**config.mk**
```make
export PLATFORM = sky130hd
export DESIGN_NAME = cblf_top
export DESIGN_NICKNAME = d
export VERILOG_FILES = /design/src/cblf_pkg.sv /design/src/cblf_top.sv /design/src/cblf_latency_timer.sv
export VERILOG_INCLUDE_DIRS = /design/src /design/src/src
export SDC_FILE = /design/constraint.sdc
export NUM_CORES = 1
export LEC_CHECK = 0
export ABC_AREA = 1
export BUFFER_PORTS_ARGS = -buffer_cell sky130_fd_sc_hd__buf_2
export CAP_MARGIN = 20
export CORE_UTILIZATION = 38
export CTS_CLUSTER_DIAMETER = 80
export CTS_CLUSTER_SIZE = 40
export DETAILED_ROUTE_END_ITERATION = 6
export GPL_TIMING_DRIVEN = 0
export MAX_ROUTING_LAYER = met4
export SLEW_MARGIN = 20
export SYNTH_ARGS = -nofsm -noshare
export SYNTH_HDL_FRONTEND = slang
export SYNTH_SLANG_ARGS = --single-unit
```
**constraint.sdc**
```tcl
create_clock -name clk_sys -period 11.9 [get_ports clk_sys]
set_input_delay 1.785 -clock clk_sys [delete_from_list [all_inputs] [get_ports clk_sys]]
set_output_delay 1.785 -clock clk_sys [all_outputs]
set_load 0.1 [all_outputs]
```
**src/cblf_map.svh**
```systemverilog
// register indices, field positions, reset values and timing constants
`ifndef CBLF_MAP_SVH
`define CBLF_MAP_SVH

// register indices; byte address is four times the index
`define CBLF_IDX_BURST      4'h2
`define CBLF_IDX_LATENCY    4'h4
`define CBLF_IDX_RDPTR      4'h5
`define CBLF_IDX_WRPTR      4'h6
`define CBLF_IDX_OVWPTR     4'h7
`define CBLF_IDX_GENRATE    4'h8
`define CBLF_IDX_FRAMETGT   4'h9
`define CBLF_IDX_INTSTAT    4'hA
`define CBLF_IDX_INTMASK    4'hB
`define CBLF_IDX_CTRL       4'hC

// field positions
`define CBLF_PTR_MSB        28
`define CBLF_PTR_LSB        4
`define CBLF_BURST_MSB      11
`define CBLF_BURST_LSB      4
`define CBLF_LAT_MSB        15
`define CBLF_GEN_MUL_MSB    31
`define CBLF_GEN_MUL_LSB    24
`define CBLF_GEN_DIV_MSB    23
`define CBLF_TGT_MSB        15
`define CBLF_CTRL_FRM_EN    0

// interrupt status and mask bits
`define CBLF_INT_COLLECTED  0
`define CBLF_INT_OVERWRITE  1
`define CBLF_INT_OVERFLOW   2
`define CBLF_INT_WIDTH      3

// reset values
`define CBLF_RST_LATENCY    16'h0000
`define CBLF_RST_PTR        25'h0000000
`define CBLF_RST_GENRATE    32'h00000000
`define CBLF_RST_FRAMETGT   16'h0000
`define CBLF_RST_BURST      8'h00

// sizes: memory page in beats, staging fifo depth in beats
`define CBLF_PAGE_BEATS     9'h100
`define CBLF_FIFO_DEPTH     10'h200

// millisecond timebase
`define CBLF_MS_NS          1000000
`define CBLF_CLK_NS         20

`endif

```
**src/cblf_pkg.sv**
```systemverilog
// types shared by the latency framer design
package cblf_pkg;

  // write scheduler states
  typedef enum logic [1:0] {
    CBLF_W_IDLE = 2'b00,
    CBLF_W_BUSY = 2'b01
  } cblf_wstate_e;

  // 128-bit word pointer into the buffer
  typedef logic [24:0] cblf_ptr_t;

endpackage

```
**src/cblf_top.sv**
```systemverilog
// circular buffer scheduler, pointers, test generator and raw data framer
//
// Register access over Avalon-MM is this design's own decision.
`include "cblf_map.svh"

module cblf_top #(
  parameter int MS_CYCLES = `CBLF_MS_NS / `CBLF_CLK_NS
) (
  // clock and reset
  input  wire logic         clk_sys,
  input  wire logic         reset,
  // avalon-mm register slave
  input  wire logic [5:0]   avs_address,
  input  wire logic         avs_read,
  input  wire logic         avs_write,
  input  wire logic [31:0]  avs_writedata,
  input  wire logic [3:0]   avs_byteenable,
  output logic      [31:0]  avs_readdata,
  output logic              avs_waitrequest,
  // acquisition sources
  input  wire logic         srcBeat,
  input  wire logic         srcSample,
  // memory write command
  output logic              memWrReq,
  output logic      [28:0]  memWrAddr,
  output logic      [8:0]   memWrBeats,
  input  wire logic         memWrDone,
  // data source select and generated word strobe
  output logic              genSelect,
  output logic              genBeat,
  // framer output
  output logic              frameSend,
  output logic      [16:0]  frameLen,
  input  wire logic         frameReady,
  // interrupt
  output logic              irq
);

  // merge byte lanes of a write into an old register value
  function automatic logic [31:0] mergeBe(input logic [31:0] oldV, input logic [31:0] newV,
                                          input logic [3:0] be);
    logic [31:0] r;
    r = oldV;
    for (int i = 0; i < 4; i++) begin
      if (be[i]) begin
        r[i*8 +: 8] = newV[i*8 +: 8];
      end
    end
    return r;
  endfunction

  // smaller of two beat counts
  function automatic logic [9:0] minBeats(input logic [9:0] a, input logic [9:0] b);
    return (a < b) ? a : b;
  endfunction

  // registers
  logic [15:0]              latency_ff;
  cblf_pkg::cblf_ptr_t      rdPtr_ff;
  cblf_pkg::cblf_ptr_t      wrPtr_ff;
  cblf_pkg::cblf_ptr_t      ovwPtr_ff;
  logic [31:0]              genRate_ff;
  logic [15:0]              frameTgt_ff;
  logic [7:0]               burst_ff;
  logic                     frmEn_ff;
  logic [`CBLF_INT_WIDTH-1:0] intStat_ff;
  logic [`CBLF_INT_WIDTH-1:0] intMask_ff;
  logic [31:0]              readData_ff;
  logic                     waitReq_ff;
  logic                     irq_ff;

  // bus decode: answer comes one cycle after the request is seen
  logic                     busAck;
  logic                     wrAcc;
  logic [3:0]               regIdx;
  logic [31:0]              regRead;

  assign busAck = !waitReq_ff && (avs_read || avs_write);
  assign wrAcc  = busAck && avs_write;
  assign regIdx = avs_address[5:2];

  // waitrequest high by default, drops for exactly one cycle per access
  always_ff @(posedge clk_sys or posedge reset) begin
    if (reset) begin
      waitReq_ff <= 1'b1;
    end else begin
      waitReq_ff <= !(waitReq_ff && (avs_read || avs_write));
    end
  end

  // read mux; unmapped indices read zero
  always_comb begin
    regRead = 32'h00000000;
    case (regIdx)
      `CBLF_IDX_BURST:    regRead[`CBLF_BURST_MSB:`CBLF_BURST_LSB] = burst_ff;
      `CBLF_IDX_LATENCY:  regRead[`CBLF_LAT_MSB:0] = latency_ff;
      `CBLF_IDX_RDPTR:    regRead[`CBLF_PTR_MSB:`CBLF_PTR_LSB] = rdPtr_ff;
      `CBLF_IDX_WRPTR:    regRead[`CBLF_PTR_MSB:`CBLF_PTR_LSB] = wrPtr_ff;
      `CBLF_IDX_OVWPTR:   regRead[`CBLF_PTR_MSB:`CBLF_PTR_LSB] = ovwPtr_ff;
      `CBLF_IDX_GENRATE:  regRead = genRate_ff;
      `CBLF_IDX_FRAMETGT: regRead[`CBLF_TGT_MSB:0] = frameTgt_ff;
      `CBLF_IDX_INTSTAT:  regRead[`CBLF_INT_WIDTH-1:0] = intStat_ff;
      `CBLF_IDX_INTMASK:  regRead[`CBLF_INT_WIDTH-1:0] = intMask_ff;
      `CBLF_IDX_CTRL:     regRead[`CBLF_CTRL_FRM_EN] = frmEn_ff;
      default:            regRead = 32'h00000000;
    endcase
  end

  // read data captured while waitrequest is high, stands during the ack cycle
  always_ff @(posedge clk_sys or posedge reset) begin
    if (reset) begin
      readData_ff <= 32'h00000000;
    end else if (waitReq_ff && avs_read) begin
      readData_ff <= regRead;
    end
  end

  // software-written configuration
  always_ff @(posedge clk_sys or posedge reset) begin
    if (reset) begin
      latency_ff  <= `CBLF_RST_LATENCY;
      genRate_ff  <= `CBLF_RST_GENRATE;
      frameTgt_ff <= `CBLF_RST_FRAMETGT;
      burst_ff    <= `CBLF_RST_BURST;
      intMask_ff  <= '0;
      frmEn_ff    <= 1'b0;
    end else if (wrAcc) begin
      case (regIdx)
        `CBLF_IDX_LATENCY:  latency_ff  <= 16'(mergeBe({16'h0000, latency_ff}, avs_writedata,
                                                      avs_byteenable));
        `CBLF_IDX_GENRATE:  genRate_ff  <= mergeBe(genRate_ff, avs_writedata, avs_byteenable);
        `CBLF_IDX_FRAMETGT: frameTgt_ff <= 16'(mergeBe({16'h0000, frameTgt_ff}, avs_writedata,
                                                      avs_byteenable));
        `CBLF_IDX_BURST:    burst_ff    <= avs_byteenable[1] ? avs_writedata[11:4]
                                           : (avs_byteenable[0] ? {burst_ff[7:4],
                                              avs_writedata[7:4]} : burst_ff);
        `CBLF_IDX_INTMASK:  if (avs_byteenable[0]) intMask_ff <= avs_writedata[2:0];
        `CBLF_IDX_CTRL:     if (avs_byteenable[0]) frmEn_ff <= avs_writedata[0];
        default:            ;
      endcase
    end
  end

  // host read pointer; a write counts as a completed read transfer
  logic rdPtrWr;
  assign rdPtrWr = wrAcc && (regIdx == `CBLF_IDX_RDPTR);

  always_ff @(posedge clk_sys or posedge reset) begin
    if (reset) begin
      rdPtr_ff <= `CBLF_RST_PTR;
    end else if (rdPtrWr) begin
      rdPtr_ff <= 25'(mergeBe({3'h0, rdPtr_ff, 4'h0}, avs_writedata, avs_byteenable) >> 4);
    end
  end

  // millisecond prescaler shared by all latency timers
  logic [31:0] msCnt_ff;
  logic        msTick;
  assign msTick = (msCnt_ff == 32'(MS_CYCLES - 1));

  always_ff @(posedge clk_sys or posedge reset) begin
    if (reset) begin
      msCnt_ff <= 32'h00000000;
    end else begin
      msCnt_ff <= msTick ? 32'h00000000 : msCnt_ff + 32'h00000001;
    end
  end

  // test generator: fractional accumulator gives mul words per div cycles
  logic [7:0]  genMul;
  logic [23:0] genDiv;
  logic        genOn;
  logic [24:0] genAcc_ff;
  logic [24:0] genSum;
  logic        genFire;
  logic        genSat;
  assign genMul  = genRate_ff[`CBLF_GEN_MUL_MSB:`CBLF_GEN_MUL_LSB];
  assign genDiv  = genRate_ff[`CBLF_GEN_DIV_MSB:0];
  assign genOn   = (genMul != 8'h00) && (genDiv != 24'h000000);
  assign genSat  = {16'h0000, genMul} >= genDiv;
  assign genSum  = genAcc_ff + {17'h00000, genMul};
  assign genFire = genOn && (genSat || (genSum >= {1'b0, genDiv}));

  always_ff @(posedge clk_sys or posedge reset) begin
    if (reset) begin
      genAcc_ff <= 25'h0000000;
    end else if (!genOn || genSat) begin
      genAcc_ff <= 25'h0000000; // saturated rate needs no remainder
    end else begin
      genAcc_ff <= genFire ? genSum - {1'b0, genDiv} : genSum;
    end
  end

  // source select and word strobe presented to the channel
  logic inBeat;
  assign inBeat = genOn ? genFire : srcBeat;

  always_ff @(posedge clk_sys or posedge reset) begin
    if (reset) begin
      genSelect <= 1'b0;
      genBeat   <= 1'b0;
    end else begin
      genSelect <= genOn;
      genBeat   <= genFire;
    end
  end

  // latency timers, all on the one shared limit
  logic wrExpired;
  logic rdExpired;
  logic frExpired;
  logic frSendNow;
  logic unread;
  logic collectFire;
  assign unread      = (wrPtr_ff != rdPtr_ff);
  assign collectFire = rdExpired && unread;

  cblf_latency_timer uWrTimer (
    .clk_sys (clk_sys),
    .reset   (reset),
    .msTick  (msTick),
    .restart (memWrDone),
    .limit   (latency_ff),
    .expired (wrExpired)
  );

  cblf_latency_timer uRdTimer (
    .clk_sys (clk_sys),
    .reset   (reset),
    .msTick  (msTick),
    .restart (rdPtrWr || collectFire),
    .limit   (latency_ff),
    .expired (rdExpired)
  );

  cblf_latency_timer uFrTimer (
    .clk_sys (clk_sys),
    .reset   (reset),
    .msTick  (msTick),
    .restart (frSendNow),
    .limit   (latency_ff),
    .expired (frExpired)
  );

  // write scheduler
  cblf_pkg::cblf_wstate_e wState_ff;
  logic [9:0]  fifoCnt_ff;
  logic [9:0]  pageRem;
  logic        fullBurst;
  logic        timedFlush;
  logic        issue;
  logic        usePref;
  logic [9:0]  issueLen;
  logic        ovfEvent;
  logic        ovwEvent;
  logic [25:0] usedAfter;

  assign pageRem    = {1'b0, `CBLF_PAGE_BEATS} - {2'h0, wrPtr_ff[7:0]};
  assign fullBurst  = (burst_ff != 8'h00) && (fifoCnt_ff >= {2'h0, burst_ff});
  assign timedFlush = wrExpired && (fifoCnt_ff != 10'h000);
  assign issue      = (wState_ff == cblf_pkg::CBLF_W_IDLE) &&
                      (fullBurst || timedFlush || intStat_ff[`CBLF_INT_OVERFLOW]) &&
                      (fifoCnt_ff != 10'h000);
  // preferred length only inside the page, no overflow, latency not elapsed
  assign usePref    = fullBurst && ({2'h0, burst_ff} <= pageRem) &&
                      !intStat_ff[`CBLF_INT_OVERFLOW] && !wrExpired;
  assign issueLen   = usePref ? {2'h0, burst_ff} : minBeats(fifoCnt_ff, pageRem);
  assign ovfEvent   = inBeat && (fifoCnt_ff == `CBLF_FIFO_DEPTH) && !issue;
  // unread span after this write; above pointer space means unread data is lost
  assign usedAfter  = {1'b0, wrPtr_ff - rdPtr_ff} + {17'h00000, memWrBeats};
  assign ovwEvent   = memWrDone && (wState_ff == cblf_pkg::CBLF_W_BUSY) &&
                      usedAfter[25];

  // beats waiting to be written; saturates at depth and flags overflow
  always_ff @(posedge clk_sys or posedge reset) begin
    if (reset) begin
      fifoCnt_ff <= 10'h000;
    end else begin
      fifoCnt_ff <= fifoCnt_ff - (issue ? issueLen : 10'h000)
                    + ((inBeat && !ovfEvent) ? 10'h001 : 10'h000);
    end
  end

  // command handshake: one command outstanding until memory reports done
  always_ff @(posedge clk_sys or posedge reset) begin
    if (reset) begin
      wState_ff  <= cblf_pkg::CBLF_W_IDLE;
      memWrReq   <= 1'b0;
      memWrAddr  <= 29'h00000000;
      memWrBeats <= 9'h000;
    end else begin
      memWrReq <= 1'b0;
      case (wState_ff)
        cblf_pkg::CBLF_W_IDLE: begin
          if (issue) begin
            wState_ff  <= cblf_pkg::CBLF_W_BUSY;
            memWrReq   <= 1'b1;
            memWrAddr  <= {wrPtr_ff, 4'h0};
            memWrBeats <= issueLen[8:0];
          end
        end
        cblf_pkg::CBLF_W_BUSY: begin
          if (memWrDone) begin
            wState_ff <= cblf_pkg::CBLF_W_IDLE;
          end
        end
        default: wState_ff <= cblf_pkg::CBLF_W_IDLE;
      endcase
    end
  end

  // write pointer advances when the memory finishes a transfer
  always_ff @(posedge clk_sys or posedge reset) begin
    if (reset) begin
      wrPtr_ff <= `CBLF_RST_PTR;
    end else if (memWrDone && (wState_ff == cblf_pkg::CBLF_W_BUSY)) begin
      wrPtr_ff <= wrPtr_ff + {16'h0000, memWrBeats};
    end
  end

  // overwrite pointer holds the read pointer at which unread data was lost
  always_ff @(posedge clk_sys or posedge reset) begin
    if (reset) begin
      ovwPtr_ff <= `CBLF_RST_PTR;
    end else if (ovwEvent) begin
      ovwPtr_ff <= rdPtr_ff;
    end
  end

  // sticky status: hardware set wins over a write-one clear in the same cycle
  logic [`CBLF_INT_WIDTH-1:0] intSet;
  logic [`CBLF_INT_WIDTH-1:0] intClr;
  assign intSet = {ovfEvent, ovwEvent, collectFire};
  assign intClr = (wrAcc && (regIdx == `CBLF_IDX_INTSTAT) && avs_byteenable[0]) ?
                  avs_writedata[`CBLF_INT_WIDTH-1:0] : '0;

  always_ff @(posedge clk_sys or posedge reset) begin
    if (reset) begin
      intStat_ff <= '0;
    end else begin
      intStat_ff <= (intStat_ff & ~intClr) | intSet;
    end
  end

  always_ff @(posedge clk_sys or posedge reset) begin
    if (reset) begin
      irq_ff <= 1'b0;
    end else begin
      irq_ff <= |(intStat_ff & intMask_ff);
    end
  end

  // framer: samples accumulate while enabled, whole backlog goes in each frame
  logic [16:0] frCnt_ff;
  logic        frNominal;
  logic        frShort;
  assign frNominal = (frameTgt_ff != 16'h0000) && (frCnt_ff >= {1'b0, frameTgt_ff});
  assign frShort   = frExpired || !frmEn_ff;
  // a stalled frameReady lets frCnt grow past the target
  assign frSendNow = frameReady && (frCnt_ff != 17'h00000) && (frNominal || frShort);

  always_ff @(posedge clk_sys or posedge reset) begin
    if (reset) begin
      frCnt_ff <= 17'h00000;
    end else begin
      if (frSendNow) begin
        frCnt_ff <= {16'h0000, frmEn_ff && srcSample};
      end else if (frmEn_ff && srcSample && (frCnt_ff != 17'h1FFFF)) begin
        frCnt_ff <= frCnt_ff + 17'h00001;
      end
    end
  end

  always_ff @(posedge clk_sys or posedge reset) begin
    if (reset) begin
      frameSend <= 1'b0;
      frameLen  <= 17'h00000;
    end else begin
      frameSend <= frSendNow;
      if (frSendNow) begin
        frameLen <= frCnt_ff;
      end
    end
  end

  // bus outputs straight from flops
  assign avs_readdata    = readData_ff;
  assign avs_waitrequest = waitReq_ff;
  assign irq             = irq_ff;

endmodule

```
**src/cblf_latency_timer.sv**
```systemverilog
// millisecond latency timer with restart and shared limit
`include "cblf_map.svh"

module cblf_latency_timer (
  // clock and reset
  input  wire logic        clk_sys,
  input  wire logic        reset,
  // control
  input  wire logic        msTick,
  input  wire logic        restart,
  input  wire logic [15:0] limit,
  // status
  output logic             expired
);

  logic [15:0] count_ff;

  // counts ms since last restart, saturates so it never wraps back below limit
  always_ff @(posedge clk_sys or posedge reset) begin
    if (reset) begin
      count_ff <= 16'h0000;
    end else if (restart) begin
      count_ff <= 16'h0000;
    end else if (msTick && (count_ff != 16'hFFFF)) begin
      count_ff <= count_ff + 16'h0001;
    end
  end

  // zero limit disables time-driven scheduling altogether; restart is left out here
  // because callers build restart from expired, which would close a combinational loop
  assign expired = (limit != 16'h0000) && (count_ff >= limit);

endmodule

```
== Word level (Yosys, flattened, before mapping) ==
Index checks and enable logic that the tools add are counted.
W data, S select, Z words.

* Register bits: 377

* Add/subtract/negate cells: 13
* $lt $le $gt $ge: 9
* Eq/ne operators: 20
* Muxes and demuxes: 31
* Bitwise gates (word level): 4
* Reductions and logical operators: 81

{| class="wikitable"
|+ Operators with widths
! operator !! number
|-
| $mux W16 || 6
|-
| $pmux W8 S7 || 1
|-
| $pmux W13 S4 || 1
|-
| $mux W25 || 2
|-
| $add A16 B1 Y16 const B || 3
|-
| $ge A16 B16 Y1 || 3
|-
| $ne A16 B16 Y1 const B || 3
|-
| $reduce_and A3 Y1 || 12
|-
| $mux W17 || 2
|-
| $logic_and A1 B1 Y1 || 33
|-
| $add A32 B1 Y32 const B || 1
|-
| $eq A32 B16 Y1 const B || 1
|-
| $mux W32 || 1
|-
| $reduce_bool A16 Y1 || 2
|-
| $mux W10 || 3
|-
| $add A25 B9 Y26 || 1
|-
| $add A25 B8 Y25 || 1
|-
| $add A25 B9 Y25 || 1
|-
| $ge A25 B24 Y1 || 1
|-
| $ne A25 B25 Y1 || 1
|-
| $sub A25 B24 Y25 || 1
|-
| $sub A25 B25 Y25 || 1
|-
| $ge A8 B24 Y1 || 1
|-
| $pmux W4 S6 || 1
|-
| other kinds (37) || 75
|}

== Depth between registers and ports, before layout ==
Gate-level depths: netlist of the first run.

* Word-level depth: 13
* Mapped depth: 33
* Mapped depth without buffers: 33

== Hierarchy ==
Synthesis of the first run repeated with hierarchy kept, for this count alone.

* Cell total of the unflattened synthesis: 3499
* Area, all modules: 25411.9 µm²

{| class="wikitable"
|+ Modules (own cells, without submodules)
! module !! times used !! cells each !! area each (µm²) !! seq. area each (µm²)
|-
| cblf_top || 1 || 2830 || 20941.3 || 8209.1
|-
| cblf_latency_timer || 3 || 223 || 1490.2 || 400.4
|}

== Least setup slack after synthesis of the first run ==
Ideal clock, no wire load.

* Kind: register -> register
* Start: register genRate_ff[26]
* End: register fifoCnt_ff[8]
* Arrival: 4907 ps
* Slack: 6870 ps
* Cell stages (with the launch flop): 32
* Period minus slack after synthesis: 5030 ps
* Path through: dfrtp_1 -> ha_1 -> a21oi_1 -> nand2_1 -> nand2_1 -> nand2_1 -> a21boi_0 -> nor2_1 -> nand2_1 -> nor2_1 -> xnor2_1 -> inv_1 -> ha_1 -> nand2_1 -> nor2_1 -> nor3b_1 -> nand3_1 -> nand3_1 -> nand2_1 -> nand4_1 -> o211ai_1 -> ha_1 -> inv_1 -> ha_1 -> inv_1 -> fa_1 -> o21ai_0 -> a21o_1 -> a21oi_1 -> o21ai_0 -> a21oi_1 -> xnor2_1

* Cells in the longest elaborated chain, start to end: 11
* Elaborated cells between the ends (all ways): 14

{| class="wikitable"
|+ RTL lines
! what !! line !! text
|-
| start, declared || cblf_top.sv:62 || <nowiki>logic [31:0] genRate_ff;</nowiki>
|-
| start signal, assigned || cblf_top.sv:122 || <nowiki>genRate_ff <= `CBLF_RST_GENRATE;</nowiki>
|-
| start signal, assigned || cblf_top.sv:131 || <nowiki>`CBLF_IDX_GENRATE: genRate_ff <= mergeBe(genRate_ff, avs_writedata, avs_byteenable);</nowiki>
|-
| $add A25 B8 Y25 || cblf_top.sv:181 || <nowiki>assign genSum = genAcc_ff + {17'h00000, genMul};</nowiki>
|-
| $ge A25 B24 Y1 || cblf_top.sv:182 || <nowiki>assign genFire = genOn && (genSat || (genSum >= {1'b0, genDiv}));</nowiki>
|-
| $logic_or A1 B1 Y1 || cblf_top.sv:182 ||
|-
| $logic_and A1 B1 Y1 || cblf_top.sv:182 ||
|-
| $mux W1 * || cblf_top.sv:196 || <nowiki>assign inBeat = genOn ? genFire : srcBeat;</nowiki>
|-
| $logic_and A1 B1 Y1 (2 in series) || cblf_top.sv:268 || <nowiki>assign ovfEvent = inBeat && (fifoCnt_ff == `CBLF_FIFO_DEPTH) && !issue;</nowiki>
|-
| $logic_not A1 Y1 || cblf_top.sv:280 || <nowiki>+ ((inBeat && !ovfEvent) ? 10'h001 : 10'h000);</nowiki>
|-
| $logic_and A1 B1 Y1 * || cblf_top.sv:280 ||
|-
| $mux W1 * || cblf_top.sv:280 ||
|-
| $add A10 B1 Y10 * || cblf_top.sv:280 ||
|-
| end signal, assigned || cblf_top.sv:279 || <nowiki>fifoCnt_ff <= fifoCnt_ff - (issue ? issueLen : 10'h000)</nowiki>
|-
| end, declared || cblf_top.sv:247 || <nowiki>logic [9:0] fifoCnt_ff;</nowiki>
|}

Every way passes the cells marked *; elsewhere a longest branch is shown, timed or not.
A chain may end at the register's enable or synchronous reset.

== Worst setup path in the final report of the first run ==
Ends and elaborated chain as after synthesis.

==> results of run 1 <==
power breakdown:
part           internal (W)  switching [W]  leakage [nW]  total [W]
Clock              0.000499       0.000615         0.505    0.00111
Combinational       0.00120        0.00259          8.80    0.00378
Sequential          0.00151       0.000252          4.96    0.00176
Total               0.00320        0.00346          14.3    0.00666
flip-flops by register name (all words and copies together) (netlist names), 3 cells and up:
name	count
latency_ff	16
ovwPtr_ff	25
frameTgt_ff	16
burst_ff	8
genAcc_ff	25
wrPtr_ff	25
rdPtr_ff	25
uWrTimer.count_ff	16
avs_readdata	32
frameLen	17
msCnt_ff	32
frCnt_ff	17
fifoCnt_ff	10
genRate_ff	32
intStat_ff	3
uRdTimer.count_ff	16
uFrTimer.count_ff	16
memWrAddr	25
intMask_ff	3
memWrBeats	9
how the worst max path moves through the flow:
stage                    from               to  slack, ns  cells past startpoint
3_3_place_gp            reset     msCnt_ff[19]       2.47                      2
2_1_floorplan           reset  avs_readdata[0]       5.07                      1
3_5_place_dp   genRate_ff[26]    fifoCnt_ff[8]       5.47                     31
4_1_cts        genRate_ff[26]    fifoCnt_ff[8]       5.42                     31
6_report       genRate_ff[26]    fifoCnt_ff[8]       5.41                     31
5_1_grt        genRate_ff[26]    fifoCnt_ff[8]       4.84                     31
per-layer routing:
layer  up-vias  share of wire [%]  track usage, %
met3       101                6.6            3.66
li1      11400                  -               -
met1     10800                 47            33.3
met5         -                  0               -
met2       627                 44            37.1
met4         0                3.1            7.40
per-stage QoR:
stage / cell area [um^2] / total power, W
floorplan: 25100 / 0.00459
CTS: 28200 / 0.00668
global route: 28200 / 0.00723
detailed placement: 27100 / 0.00555
finish: 28200 / 0.00666
global placement: 26800 / 0.00551
layout make-up:
class,count,share of cell area (%)
flip-flops and latches,376,33.4
inverters,513,6.85
repair buffers,149,3.37
diodes,7,0.0622
multi-input cells,2448,47.4
clock buffers,27,2.40
well taps,855,3.80
clock inverters,22,1.40
plain buffers,67,1.27
worst reg2reg max path: cells and delay by family (launching register included):
family | cells | cell delay (ns)
simple gates | 13 | 2.03
fa+ha+maj | 5 | 1.69
buf+inv | 3 | 0.25
compound gates | 8 | 1.60
flops | 1 | 0.54
xor+xnor | 2 | 0.26
synthesized netlist by cell type, types with 9 or more instances:
master / instances / area, um^2
nand2_1: 920 / 3450
inv_1: 504 / 1890
dfrtp_1: 375 / 9380
nor2_1: 298 / 1120
o21ai_0: 237 / 1190
ha_1: 195 / 2440
nand3_1: 157 / 786
a21oi_1: 136 / 681
xor2_1: 101 / 885
nor3_1: 87 / 435
nand4_1: 59 / 369
nor4_1: 30 / 188
clkbuf_1: 29 / 109
xnor2_1: 28 / 245
o2111ai_1: 22 / 193
buf_2: 20 / 100
o22ai_1: 20 / 125
nor2_2: 16 / 100
o211ai_1: 15 / 113
nand2_2: 14 / 87.6
a31oi_1: 9 / 56.3
buf_6: 9 / 101
or2_2: 9 / 56.3
cells by family after synthesis:
group,synth area share (%)
multiplexers,0.0450
other,0.0150
buffers and inverters,9.12
AND/OR/NAND/NOR,27.6
XOR/XNOR,4.51
flip-flops,37.6
AO/OA/AOI/OAI,11.0
adder cells (fa/ha/maj),10.1
==> results.ini, run 1 <==
[die]
die_area_um2=66900
io_pins=143
initial_core_util_pct=38.6
core_area_um2=64800
die_h_um=259
die_width_um=259
rows=93

[sta]
clock.fmax_mhz=154
fin_skew_ns=0.0440
fin_crit_ns=6.49
timing.final.ws_setup_ns=5.41
worst_pin_slew_ns=0.829
hold_violations=0
setup_tns_ns=0
whs_ns=0.463
finalSetupViolCount=0
period_share_pct=54.5
slew_headroom_pct=44.7
rsz0062_at_grt=false
slew_violations=0

[route]
drt_iter0_drc=1885
routed_via_density=5.13
wl_per_cell_um=17.9
dr.pass1.iters=6
num_vias=22900
drc=0
totalWireLength_um=79800
final_antenna_net_count=0

[synth]
synth.distinct_cells=57
syn_inst=3401
synth_seq_cells=376
ys_seq_area_share_pct=37.6
syn_area_per_cell_um2=7.36
synth_ff_type=dfrtp_1
postSynth.asyncResetShare_pct=100
yosysWarnings=0
synth-edff-count=0
synth_area_um2=25000

[critical_path]
timing.rr.end=fifoCnt_ff[8]
arrival_ns=7.00
slowest_stage=dfrtp_1
rrSetupSlack_ns=5.41
critical_path_class=reg2reg
end_kind=flop
critPathLaunchType=flop
required_ns=12.41
worstRegToRegCells=31
crit_path_frequent_cell=nand2_1
r2r-start=genRate_ff[26]
crit_fanout=5
critPathBufInv=3
slowest_delay_ns=0.54
critical-path-top-delay-family=simple AND/OR/NAND/NOR gates

[final_layout]
layout.nets=3832
final_cell_mix=920 x nand2_1, 503 x inv_1, 375 x dfrtp_1
drive_gt1_share_pct=8.36
final_cell_count_no_fill=4464
layout_commonest_cell=nand2_1
syn2layout_area_growth_pct=12.5
n_fill_cell=6719
final_util_pct=43.5
multi_input_area_um2=13400
area.sequential_um2=9410

[placed_design]
io_buffers=136
pre_cts_ws_ns=5.47
hpwl_um=64100
place.gp.congestion=0.975
dp_cells=4408

[power]
vdd.ir_drop.worst_mv=0.170
pwr_density_cell_nw_per_um2=236
p_leak_nw=14.3

[global_route]
grt_pass1_wl_um=123000
grt_max_degree=33
antenna_found_initial=6
grt_usage_pct=24.4
grt_overflow=0
grt_pass1_vias=21400

[clock_tree]
clock-root-buffer=clkbuf_16
cts_tree=built
numCtsBuffers=27
path_clk_slew_ns=0.13
clk_latency_ns=0.64
htreeDepth=1
holdBufCountCts=0
cts_resized=0
cts.sinks=376
cts_setup_buffers=0
clockBufferDepth=3

[worst_hold_path]
hp-class=reg2reg
min_path_cells=1
hold_path_end=msCnt_ff[0]
hold_path.startpoint=msCnt_ff[0]

[flow_run]
maxCapViolCount=0

[run_status]
status=finished, final reports clean

(Power assumes the default switching activity.)
==> inputs of run 2 (changes only) <==
==> constraint.sdc (replaced) <==
create_clock -name clk_sys -period 6.2 [get_ports clk_sys]
set_input_delay 0.93 -clock clk_sys [delete_from_list [all_inputs] [get_ports clk_sys]]
set_output_delay 0.93 -clock clk_sys [all_outputs]
set_load 0.1 [all_outputs]
==> results.ini, run 2 (same netlist as run 1, synthesis figures left out) <==
[critical_path]
timing.rr.end=fifoCnt_ff[8]  ; unchanged
end_kind=flop  ; unchanged
crit_start=genRate_ff[24]  ; was genRate_ff[26]
critPathLaunchType=flop  ; unchanged
worstRegToRegCells=29  ; was 31
rrSetupSlack_ns=0.42  ; was 5.41 ns
slowest_delay_ns=0.50  ; was 0.54 ns
critical_path_class=reg2reg  ; unchanged
slowest_stage=dfrtp_2  ; was dfrtp_1
crit_fanout=5  ; unchanged
arrival_ns=6.29  ; was 7.00 ns
required_ns=6.71  ; was 12.41 ns
r2r-start=genRate_ff[24]  ; was genRate_ff[26]

[die]
initial_core_util_pct=38.6  ; unchanged
die_h_um=259  ; unchanged
die_width_um=259  ; unchanged
core_area_um2=64800  ; unchanged
io_pins=143  ; unchanged
die_area_um2=66900  ; unchanged
rows=93  ; unchanged

[sta]
worst_pin_slew_ns=0.853  ; was 0.829 ns
slew_headroom_pct=42.4  ; was 44.7%
hold_violations=0  ; unchanged
timing.final.ws_setup_ns=0.420  ; was 5.41 ns
fin_crit_ns=5.78  ; was 6.49 ns
fin_skew_ns=0.0460  ; was 0.0440 ns
finalSetupViolCount=0  ; unchanged
slew_violations=0  ; unchanged
period_share_pct=93.2  ; was 54.5%
rsz0062_at_grt=false  ; unchanged
whs_ns=0.334  ; was 0.463 ns
clock.fmax_mhz=173  ; was 154 MHz

[final_layout]
layout.nets=3833  ; was 3832
post-route-cell-area_um2=28300  ; was 28200 um^2
layout_commonest_cell=nand2_1  ; unchanged
final_util_pct=43.6  ; was 43.5%
final_cell_count_no_fill=4464  ; unchanged
multi_input_area_um2=13400  ; about the same
area.sequential_um2=9420  ; was 9410 um^2
drive_gt1_share_pct=8.83  ; was 8.36%
n_fill_cell=6708  ; was 6719
final_cell_mix=918 x nand2_1, 503 x inv_1, 370 x dfrtp_1  ; was 920 x nand2_1, 503 x inv_1, 375 x dfrtp_1
syn2layout_area_growth_pct=12.8  ; was 12.5%

[power]
pwr_density_cell_nw_per_um2=455  ; was 236 nW/um^2
p_leak_nw=14.3  ; about the same
vdd.ir_drop.worst_mv=0.326  ; was 0.170 mV

[global_route]
grt_pass1_wl_um=123000  ; about the same
grt_pass1_vias=21400  ; about the same
grt_overflow=0  ; unchanged
grt_usage_pct=24.4  ; about the same
antenna_found_initial=6  ; unchanged
grt_max_degree=33  ; unchanged

[route]
wl_per_cell_um=17.9  ; about the same
drc=0  ; unchanged
dr.pass1.iters=7  ; was 6
num_vias=22900  ; about the same
drt_iter0_drc=1943  ; was 1885
final_antenna_net_count=0  ; unchanged
routed_via_density=5.14  ; was 5.13
totalWireLength_um=79900  ; was 79800 um

[clock_tree]
clockBufferDepth=3  ; unchanged
cts.sinks=376  ; unchanged
numCtsBuffers=27  ; unchanged
htreeDepth=1  ; unchanged
clk_latency_ns=0.64  ; about the same
clock-root-buffer=clkbuf_16  ; unchanged
holdBufCountCts=0  ; unchanged
path_clk_slew_ns=0.11  ; was 0.13 ns
cts_tree=built  ; unchanged

[placed_design]
pre_cts_ws_ns=-0.227  ; was 5.47 ns
io_buffers=136  ; unchanged
dp_cells=4408  ; unchanged
hpwl_um=64100  ; unchanged
place.gp.congestion=0.975  ; unchanged
placed_area_um2=27100  ; unchanged

[worst_hold_path]
hp-class=in2async  ; was reg2reg

[run_status]
status=finished, final reports clean  ; unchanged

[flow_run]
maxCapViolCount=0  ; unchanged

==> run 2: worst max-delay path by stage <==
stage / end / slack (ns) / cells past startpoint
global placement: msCnt_ff[19] / -2.37 / 2
CTS: fifoCnt_ff[8] / 0.05 / 32
detailed placement: fifoCnt_ff[8] / -0.23 / 31
global route: fifoCnt_ff[8] / 0.01 / 29
floorplan: avs_readdata[0] / 0.22 / 1
finish: fifoCnt_ff[8] / 0.42 / 29
==> run 2: worst max-delay path: cells and delay by family (launching register included) <==
kind	cells	cell delay (ns)
AO/OA/AOI/OAI	11	1.86
flip-flops	1	0.50
AND/OR/NAND/NOR	5	0.66
XOR/XNOR	2	0.25
adder cells (fa/ha/maj)	6	1.90
buffers and inverters	5	0.47
==> run 2: layout make-up <==
class / count / share of cell area [%]
Tap cell: 855 / 3.79
Inverter: 513 / 6.83
Antenna cell: 6 / 0.0531
Timing Repair Buffer: 150 / 3.38
Buffer: 67 / 1.27
Multi-Input combinational cell: 2448 / 47.6
Clock inverter: 22 / 1.39
Sequential cell: 376 / 33.3
Clock buffer: 27 / 2.39
==> run 2: timing repair <==
action / CTS / global route
setup endpoints to repair: 2 / 2
setup buffers: 1 / 0
pin swaps: 0 / 1
gates resized for setup: 1 / 19
==> run 2: power by group <==
group	internal (W)	leakage, nW	switching [W]	total, W
Sequential	0.00290	4.95	0.000489	0.00338
Combinational	0.00233	8.81	0.00500	0.00733
Clock	0.000957	0.505	0.00118	0.00214
==> run 2: routing by layer <==
layer,vias to the layer above,share of wire (%),track usage [%]
met2,670,43,37.1
met5,-,0,-
met3,112,6.7,3.66
met1,10800,47,33.3
li1,11400,-,-
met4,0,3.3,7.41
==> run 2: metrics by stage <==
| stage | TNS, ns | total power, W |
|---|---|---|
| floorplan | 0 | 0.00880 |
| global placement | -874.70 | 0.0106 |
| detailed placement | -0.227 | 0.0106 |
| CTS | 0 | 0.0128 |
| global route | 0 | 0.0139 |
| finish | 0 | 0.0129 |
